==> src/verilog/bcr_defs.svh <==
// Purpose: Register indices, field positions, reset values for the backlight register bank
// Assumes: Byte address on APB is four times the register index
// Notes: Definitions only
`ifndef BCR_DEFS_SVH
`define BCR_DEFS_SVH

`define BCR_IDX_BOOST     8'h05
`define BCR_IDX_CTRL      8'h06
`define BCR_IDX_ADC_HI    8'h08
`define BCR_IDX_ADC_LO    8'h09
`define BCR_IDX_GAIN_R    8'h0A
`define BCR_IDX_GAIN_G    8'h0B
`define BCR_IDX_GAIN_B    8'h0C
`define BCR_IDX_CALCTL    8'h0D
`define BCR_IDX_IRQ_ST    8'h0E
`define BCR_IDX_IRQ_MASK  8'h0F
`define BCR_IDX_WIN_LO    8'h40
`define BCR_IDX_WIN_HI    8'h5F

`define BCR_CTRL_TEMPSRC  5
`define BCR_CTRL_SENSOR   4
`define BCR_CTRL_AUTOLOAD 3
`define BCR_CTRL_VADAPT   2
`define BCR_CTRL_BOOSTEN  1
`define BCR_CTRL_ACTIVE   0

`define BCR_CAL_READY     7
`define BCR_CAL_ERASE     6
`define BCR_CAL_WRITE     5

`define BCR_IRQ_ADC       0
`define BCR_IRQ_CALDONE   1

`define BCR_RST_BOOST     5'h00
`define BCR_RST_CTRL      6'h04
`define BCR_RST_GAIN      8'h80
`define BCR_RST_PAGE      2'h0
`define BCR_RST_MASK      2'h0

`define BCR_VCODE_MIN     5'h05
`define BCR_VCODE_MAX     5'h14

`endif

==> src/verilog/bcr_pkg.sv <==
// Purpose: Types for the backlight register bank
// Assumes: Constants come from bcr_defs.svh
// Notes: Whole module state is one packed struct
package bcr_pkg;
    typedef logic [7:0] bcr_byte_t;

    typedef struct packed {
        logic [4:0] vcode_raw;
        logic [4:0] vcode_out;
        logic [5:0] ctrl;
        logic [11:0] adc;
        bcr_byte_t gain_r;
        bcr_byte_t gain_g;
        bcr_byte_t gain_b;
        logic ready;
        logic [1:0] page;
        logic erase_go;
        logic write_go;
        bcr_byte_t [31:0] page_buf;
        bcr_byte_t cal_byte;
        logic [1:0] irq_st;
        logic [1:0] irq_mask;
        logic irq;
        logic pready;
        logic pslverr;
        logic [31:0] prdata;
    } bcr_state_s;
endpackage

==> src/verilog/bcr_regs.sv <==
// Purpose: APB register bank of an RGB backlight driver
// Assumes: ADC and calibration engine run on SYS_CLK; APB on SYS_CLK
// Notes: No wait states per transfer; PREADY and PRDATA are registered
`timescale 1ns/100ps
`include "bcr_defs.svh"

module bcr_regs (
    input wire logic SYS_CLK,
    input wire logic RESETN,
    input wire logic PSEL,
    input wire logic PENABLE,
    input wire logic PWRITE,
    input wire logic [9:0] PADDR,
    input wire logic [31:0] PWDATA,
    input wire logic [3:0] PSTRB,
    output logic [31:0] PRDATA,
    output logic PREADY,
    output logic PSLVERR,
    output logic IRQ,
    input wire logic [11:0] ADC_RESULT,
    input wire logic ADC_VALID,
    input wire logic CALMEM_DONE,
    input wire logic [4:0] CALMEM_BYTE_IDX,
    output bcr_pkg::bcr_byte_t CALMEM_BYTE,
    output logic CALMEM_ERASE_GO,
    output logic CALMEM_WRITE_GO,
    output logic CALMEM_IDLE,
    output logic [1:0] CALMEM_PAGE_SEL,
    output logic [4:0] BOOST_VCODE,
    output logic TEMP_SOURCE_SEL,
    output logic SENSOR_SEL,
    output logic AUTOLOAD_EN,
    output logic VOUT_ADAPTIVE,
    output logic BOOST_EN,
    output logic ACTIVE_MODE,
    output bcr_pkg::bcr_byte_t RED_GAIN,
    output bcr_pkg::bcr_byte_t GREEN_GAIN,
    output bcr_pkg::bcr_byte_t BLUE_GAIN
);
    import bcr_pkg::*;

    bcr_state_s s_q;
    bcr_state_s s_d;
    logic [7:0] idx;
    logic setup_ph;
    logic acc_wr;
    logic acc_rd;
    logic in_win;
    logic mapped;
    logic [1:0] ev;
    logic [31:0] rd_word;

    assign idx = PADDR[9:2];
    assign setup_ph = PSEL && !PENABLE;
    assign acc_wr = PSEL && PENABLE && s_q.pready && PWRITE && PSTRB[0];
    assign acc_rd = PSEL && PENABLE && s_q.pready && !PWRITE;
    assign in_win = (idx >= `BCR_IDX_WIN_LO) && (idx <= `BCR_IDX_WIN_HI);
    assign mapped = in_win || (idx == `BCR_IDX_BOOST) || (idx == `BCR_IDX_CTRL)
        || ((idx >= `BCR_IDX_ADC_HI) && (idx <= `BCR_IDX_IRQ_MASK));

    always_comb begin
        ev = 2'h0;
        ev[`BCR_IRQ_ADC] = ADC_VALID;
        ev[`BCR_IRQ_CALDONE] = CALMEM_DONE && !s_q.ready;
    end

    // Read mux; status read shows events of this very cycle so none is lost
    always_comb begin
        rd_word = 32'h0000_0000;
        if (in_win) begin
            rd_word[7:0] = s_q.page_buf[idx[4:0]];
        end else begin
            unique case (idx)
                `BCR_IDX_BOOST: rd_word[4:0] = s_q.vcode_raw;
                `BCR_IDX_CTRL: rd_word[5:0] = s_q.ctrl;
                `BCR_IDX_ADC_HI: rd_word[3:0] = s_q.adc[11:8];
                `BCR_IDX_ADC_LO: rd_word[7:0] = s_q.adc[7:0];
                `BCR_IDX_GAIN_R: rd_word[7:0] = s_q.gain_r;
                `BCR_IDX_GAIN_G: rd_word[7:0] = s_q.gain_g;
                `BCR_IDX_GAIN_B: rd_word[7:0] = s_q.gain_b;
                `BCR_IDX_CALCTL: begin
                    rd_word[`BCR_CAL_READY] = s_q.ready;
                    rd_word[1:0] = s_q.page;
                end
                `BCR_IDX_IRQ_ST: rd_word[1:0] = s_q.irq_st | ev;
                `BCR_IDX_IRQ_MASK: rd_word[1:0] = s_q.irq_mask;
                default: rd_word = 32'h0000_0000;
            endcase
        end
    end

    always_comb begin
        s_d = s_q;
        s_d.erase_go = 1'b0;
        s_d.write_go = 1'b0;
        s_d.pready = setup_ph;
        s_d.pslverr = setup_ph && !mapped;
        if (setup_ph) begin
            s_d.prdata = rd_word;
        end
        if (ADC_VALID) begin
            s_d.adc = ADC_RESULT;
        end
        if (CALMEM_DONE) begin
            s_d.ready = 1'b1;
        end
        // Reported bits clear on read; fresh events win over the clear
        if (acc_rd && (idx == `BCR_IDX_IRQ_ST)) begin
            s_d.irq_st = s_q.irq_st & ~s_q.prdata[1:0];
        end
        s_d.irq_st = s_d.irq_st | ev;
        if (acc_wr) begin
            if (in_win) begin
                s_d.page_buf[idx[4:0]] = PWDATA[7:0];
            end else begin
                unique case (idx)
                    `BCR_IDX_BOOST: s_d.vcode_raw = PWDATA[4:0];
                    `BCR_IDX_CTRL: s_d.ctrl = PWDATA[5:0];
                    `BCR_IDX_GAIN_R: s_d.gain_r = PWDATA[7:0];
                    `BCR_IDX_GAIN_G: s_d.gain_g = PWDATA[7:0];
                    `BCR_IDX_GAIN_B: s_d.gain_b = PWDATA[7:0];
                    `BCR_IDX_CALCTL: begin
                        // Page held while busy so the engine sees a stable page
                        if (s_q.ready) begin
                            s_d.page = PWDATA[1:0];
                            if (PWDATA[`BCR_CAL_ERASE]) begin
                                s_d.erase_go = 1'b1;
                                s_d.ready = 1'b0;
                            end else if (PWDATA[`BCR_CAL_WRITE]) begin
                                s_d.write_go = 1'b1;
                                s_d.ready = 1'b0;
                            end
                        end
                    end
                    `BCR_IDX_IRQ_MASK: s_d.irq_mask = PWDATA[1:0];
                    default: s_d.ctrl = s_q.ctrl;
                endcase
            end
        end
        // Out-of-range codes clamp to the nearest valid target
        if (s_d.vcode_raw < `BCR_VCODE_MIN) begin
            s_d.vcode_out = `BCR_VCODE_MIN;
        end else if (s_d.vcode_raw > `BCR_VCODE_MAX) begin
            s_d.vcode_out = `BCR_VCODE_MAX;
        end else begin
            s_d.vcode_out = s_d.vcode_raw;
        end
        s_d.cal_byte = s_d.page_buf[CALMEM_BYTE_IDX];
        s_d.irq = |(s_d.irq_st & s_d.irq_mask);
    end

    always_ff @(posedge SYS_CLK or negedge RESETN) begin
        if (!RESETN) begin
            s_q <= '0;
            s_q.vcode_raw <= `BCR_RST_BOOST;
            s_q.vcode_out <= `BCR_VCODE_MIN;
            s_q.ctrl <= `BCR_RST_CTRL;
            s_q.gain_r <= `BCR_RST_GAIN;
            s_q.gain_g <= `BCR_RST_GAIN;
            s_q.gain_b <= `BCR_RST_GAIN;
            s_q.ready <= 1'b1;
            s_q.page <= `BCR_RST_PAGE;
            s_q.irq_mask <= `BCR_RST_MASK;
        end else begin
            s_q <= s_d;
        end
    end

    assign PRDATA = s_q.prdata;
    assign PREADY = s_q.pready;
    assign PSLVERR = s_q.pslverr;
    assign IRQ = s_q.irq;
    assign CALMEM_BYTE = s_q.cal_byte;
    assign CALMEM_ERASE_GO = s_q.erase_go;
    assign CALMEM_WRITE_GO = s_q.write_go;
    assign CALMEM_IDLE = s_q.ready;
    assign CALMEM_PAGE_SEL = s_q.page;
    assign BOOST_VCODE = s_q.vcode_out;
    assign TEMP_SOURCE_SEL = s_q.ctrl[`BCR_CTRL_TEMPSRC];
    assign SENSOR_SEL = s_q.ctrl[`BCR_CTRL_SENSOR];
    assign AUTOLOAD_EN = s_q.ctrl[`BCR_CTRL_AUTOLOAD];
    assign VOUT_ADAPTIVE = s_q.ctrl[`BCR_CTRL_VADAPT];
    assign BOOST_EN = s_q.ctrl[`BCR_CTRL_BOOSTEN];
    assign ACTIVE_MODE = s_q.ctrl[`BCR_CTRL_ACTIVE];
    assign RED_GAIN = s_q.gain_r;
    assign GREEN_GAIN = s_q.gain_g;
    assign BLUE_GAIN = s_q.gain_b;
endmodule // bcr_regs
==> config.mk <==
export PLATFORM = sky130hd
export DESIGN_NAME = bcr_regs
export DESIGN_NICKNAME = d
export VERILOG_FILES = /design/src/verilog/bcr_pkg.sv /design/src/verilog/bcr_regs.sv
export VERILOG_INCLUDE_DIRS = /design/src /design/src/verilog
export SDC_FILE = /design/constraint.sdc
export NUM_CORES = 1
export LEC_CHECK = 0
export BUFFER_PORTS_ARGS = -buffer_cell sky130_fd_sc_hd__buf_4
export CORE_UTILIZATION = 63
export DETAILED_ROUTE_END_ITERATION = 10
export PLACE_DENSITY = 0.88
export SYNTH_ARGS = -nofsm -noshare
export SYNTH_HDL_FRONTEND = slang
export SYNTH_SLANG_ARGS = --single-unit
==> constraint.sdc <==
create_clock -name SYS_CLK -period 5.57 [get_ports SYS_CLK]
set_input_delay 0 -clock SYS_CLK [delete_from_list [all_inputs] [get_ports SYS_CLK]]
set_output_delay 0 -clock SYS_CLK [all_outputs]
set_load 0.02 [all_outputs]
# Word-level counts from Yosys, hierarchy flattened
# Index checks and enable logic that the tools add are counted.
# W data, S select, Z words.
[totals]
ff_bits = 336
latchBits = 0
ram_bits = 0
romBits = 0
input_bits = 70
n_memories = 0
[op_classes]
n_addsub = 0
n_mul = 0
div_mod_pow = 0
n_lt_le_gt_ge = 9
n_eq_ne = 10
shift = 0
muxes = 34
bitwise_logic = 6
n_reduce_logical = 25
[op_table]
columns = ["operator", "count"]
rows = [
  ["$mux W261", 1],
  ["$bwmux W256", 1],
  ["$mux W256", 1],
  ["$bmux W8 S5", 2],
  ["$eq A8 B4 Y1 const B", 8],
  ["$demux W8 S5", 1],
  ["$mux W5", 8],
  ["$mux W8", 4],
  ["$pmux W2 S10", 1],
  ["$eq A8 B3 Y1 const B", 2],
  ["$pmux W2 S7", 1],
  ["$logic_and A1 B1 Y1", 12],
  ["$lt A5 B6 Y1 const B", 2],
  ["$reduce_and A3 Y1", 4],
  ["$pmux W1 S5", 2],
  ["$ge A8 B4 Y1 const B", 1],
  ["$ge A8 B7 Y1 const B", 1],
  ["$le A8 B4 Y1 const B", 1],
  ["$le A8 B7 Y1 const B", 1],
  ["$mux W2", 4],
  ["$mux W1", 6],
  ["$pmux W1 S6", 1],
  ["$ge A5 B1 Y1 const B", 1],
  ["$gt A5 B5 Y1 const B", 1],
  ["10 further kinds", 17],
]

# Longest topological paths before layout
[logic_depth]
ltp_word = 9
ltp_mapped = 11
ltp_nobuf = 7

# Worst setup path after synthesis
# Ideal clock, no wire load.
[synth_timing]
path_type = "reg-to-reg"
startpoint = "register s_q, in the netlist PREADY"
endpoint = "register s_q, in the netlist CALMEM_BYTE[3]"
t_arrival_ns = 2.649
setup_slack_ns = 2.855
path_stages_with_launch = 8
path_buffers = 0
synth_period_minus_slack_ns = 2.715
cell_sequence = "dfrtp_1 -> nand4_2 -> o41ai_4 -> nor2_1 -> or3_1 -> or4_1 -> o311ai_1 -> o31a_1"
[synth_rtl]
columns = ["element", "line", "text"]
rows = [
  ["start: declaration", "bcr_regs.sv:42", "bcr_state_s s_q;"],
]

==> impl_metrics.ini <==
[critical_path]
cp.arrival_ns = 4.53
r2r_end = CALMEM_BYTE[7]
reg2reg_depth = 7
slowest_stage = o311ai_0
cp-end-kind = flip-flop
startpoint_type = flip-flop
worstPathRequired_ns = 6.03
rrSetupSlack_ns = 1.50
r2r-start = PREADY
crit_chain = nand3_1, or4_1, nand2_1, o22ai_1, o21a_1, o311ai_0, o31a_1
path_max_fanout = 16
slowest_delay_ns = 1.04
worstSetupPathType = reg -> reg

[outcome]
outcome = finished, final reports clean

[floorplanning]
die-area_um2 = 31330
num_io_pins = 153
die-width_um = 177.0
rows = 63
start_util_pct = 64.59
core_area_um2 = 29870
fp.dieH_um = 177.0

[flow_run]
max-cap-violations = 0

[grt]
grt_usage_pct = 41.39
grt_pass1_vias = 16125
grt_first_pass_wirelength_mm = 97.48
grt_max_degree = 151
grt_overflow = 0
antenna_found_initial = 1

[clocking]
clock_path_buffers = 3
cts_made_buffers = 36
cts_tree = done
clkLatencyLatePin_ns = 0.54
cts_root_buffer = clkbuf_16
clock_sinks = 336
htreeDepth = 2
post_cts_buffers = 0
cts_resized = 0
clkSlewWorstSetupHoldPaths_ns = 0.06
cts_hold_buf = 31

[hold_path]
worstHoldPathCells = 4
min_to = s_q[38]
hp-class = in -> reg
hold_start = PWRITE

[cells_and_area]
multi_input_area_um2 = 9782
layout-drive-gt1-share_pct = 28.99
fill_cells = 1929
area_growth_pct = 10.45
fin_cells = 2195
layout.nets = 1851
seqCellArea_um2 = 8417
design_area_um2 = 21310

[routing]
remaining_drc_errors = 0
vias = 16677
drtIter0Drc = 3057
wl_mm = 64.19
antenna_left = 0
avgViaCountPerCell = 7.598
wl_per_cell_um = 29.25
dr.pass1.iters = 7

[power_and_ir_drop]
powerDensity_nw_per_um2 = 260.2
vdd_drop_max_mv = 0.1520
p_leak_nw = 9.319

[yosys]
yosys_warnings = 0
synth_edf_count = 0
yosysUniqueCellTypes = 86
synthCells = 1772
syn_area_per_cell_um2 = 10.89
syn_area_um2 = 19290
synthArstFlopShare_pct = 100.0
ys.flop_type = dfrtp_1
seq_area_frac_synth_pct = 43.62
synth-seq-cells = 336

[sta]
worst_pin_slew_ns = 1.227
skew_ns = 0.02099
max-slew-margin-rel_pct = 17.16
fin_crit_ns = 4.069
grt_setup_unrepaired = no
slew_violations = 0
fmax_ghz = 0.2458
tns_ns = 0
hold_viol = 0
setup_viol = 0
period_share_pct = 73.04

[place]
place_inst = 2102
dpl-instance-area_um2 = 19830
portBuffers = 99
hpwl_mm = 41.96
gp_congestion = 1.053
synth_stat cells, drive strengths merged (18+ instances only):
| cell | number | area share [%] |
|---|---|---|
| nor2 | 77 | 1.5 |
| inv | 20 | 0.39 |
| mux4 | 83 | 9.7 |
| dfrtp | 329 | 43 |
| nor3 | 76 | 2.0 |
| mux2 | 201 | 12 |
| nand2 | 159 | 3.1 |
| nor4 | 33 | 1.5 |
| buf | 112 | 3.7 |
| o211ai | 27 | 1.1 |
| o221ai | 18 | 0.82 |
| nand3 | 39 | 1.0 |
| o22ai | 30 | 0.97 |
| clkbuf | 110 | 2.1 |
| o21ai | 146 | 3.8 |
placed cells by master (no fill, tap or decap), types with 17 or more instances in the layout:
| cell type | instances |
|---|---|
| dlygate4sd3_1 | 31 |
| o211ai_1 | 27 |
| mux2i_1 | 17 |
| conb_1 | 24 |
| o21ai_0 | 145 |
| nand3_1 | 39 |
| o221ai_1 | 18 |
| o22ai_1 | 30 |
| dfrtp_1 | 329 |
| mux4_2 | 83 |
| inv_1 | 19 |
| mux2_2 | 199 |
| buf_4 | 137 |
| nand2_1 | 159 |
| a21oi_1 | 17 |
| nor4_1 | 18 |
| nor2_1 | 77 |
| clkbuf_16 | 37 |
| nor3_1 | 75 |
routing by layer:
| metal | GRT usage (%) | routed length (µm) | up-vias |
|---|---|---|---|
| li1 | - | - | 6663 |
| met1 | 53.77 | 22080 | 7982 |
| met2 | 60.66 | 27550 | 1652 |
| met3 | 14.86 | 10180 | 378 |
| met4 | 22.16 | 4365 | 2 |
| met5 | 0 | 18 | - |
state kept, by name, indices dropped and copies added, names as in the netlist, 2 cells and up:
name	flops
s_q	277
BLUE_GAIN	8
CALMEM_BYTE	8
GREEN_GAIN	8
PRDATA	8
RED_GAIN	8
BOOST_VCODE	5
CALMEM_PAGE_SEL	2
power by group:
part	leakage (nW)	internal [mW]	switching, mW
clock	0.577	1.43	1.00
combinational	4.14	0.198	0.428
sequential	4.60	2.47	0.0228
worst max-delay path: cells and delay by family (launching register included):
| family | cells | cell delay, ns |
|---|---|---|
| AOI/OAI and AO/OA | 4 | 1.71 |
| DFF | 1 | 0.42 |
| and+or+nand+nor | 3 | 1.85 |
through the flow:
| stage | utilization [%] | hold slack (ns) | power [mW] | setup slack [ns] |
|---|---|---|---|---|
| 6_report | 71.34 | 0.04795 | 5.546 | 1.501 |
| 5_1_grt | 71.33 | 0.05796 | 5.669 | 1.624 |
| 4_1_cts | 71.33 | 0.02150 | 5.507 | 1.719 |
| 3_5_place_dp | 66.37 | 0.1305 | 3.102 | 1.601 |
| 3_3_place_gp | 66.37 | 0.1235 | 3.090 | 1.702 |
| 2_1_floorplan | - | -0.2956 | 2.893 | 2.855 |
final cells by class:
type | count | area share, %
Clock buffer | 50 | 4.808
Clock inverter | 11 | 0.6810
Timing Repair Buffer | 170 | 6.446
Multi-Input combinational cell | 1216 | 45.90
Antenna cell | 1 | 0.01174
Sequential cell | 336 | 39.49
Inverter | 21 | 0.3699
Tap cell | 390 | 2.290
worst max path at each step:
stage | cells after the start | endpoint | startpoint | slack [ns]
4_1_cts | 7 | CALMEM_BYTE[7] | PREADY | 1.72
6_report | 7 | CALMEM_BYTE[7] | PREADY | 1.50
3_3_place_gp | 9 | CALMEM_BYTE[5] | PADDR[3] | 1.70
5_1_grt | 7 | CALMEM_BYTE[7] | PREADY | 1.62
2_1_floorplan | 7 | CALMEM_BYTE[3] | PREADY | 2.86
3_5_place_dp | 9 | CALMEM_BYTE[5] | PADDR[2] | 1.60
kinds of logic after synthesis:
group / share of synthesized area, %
AOI/OAI and AO/OA: 14.63
xor gates and xnor gates: 0.1816
buffers and inverters: 6.290
DFF: 43.62
muxes: 22.34
other: 0.01944
and+or+nand+nor: 12.92
Power figures use the tool's default switching activity.
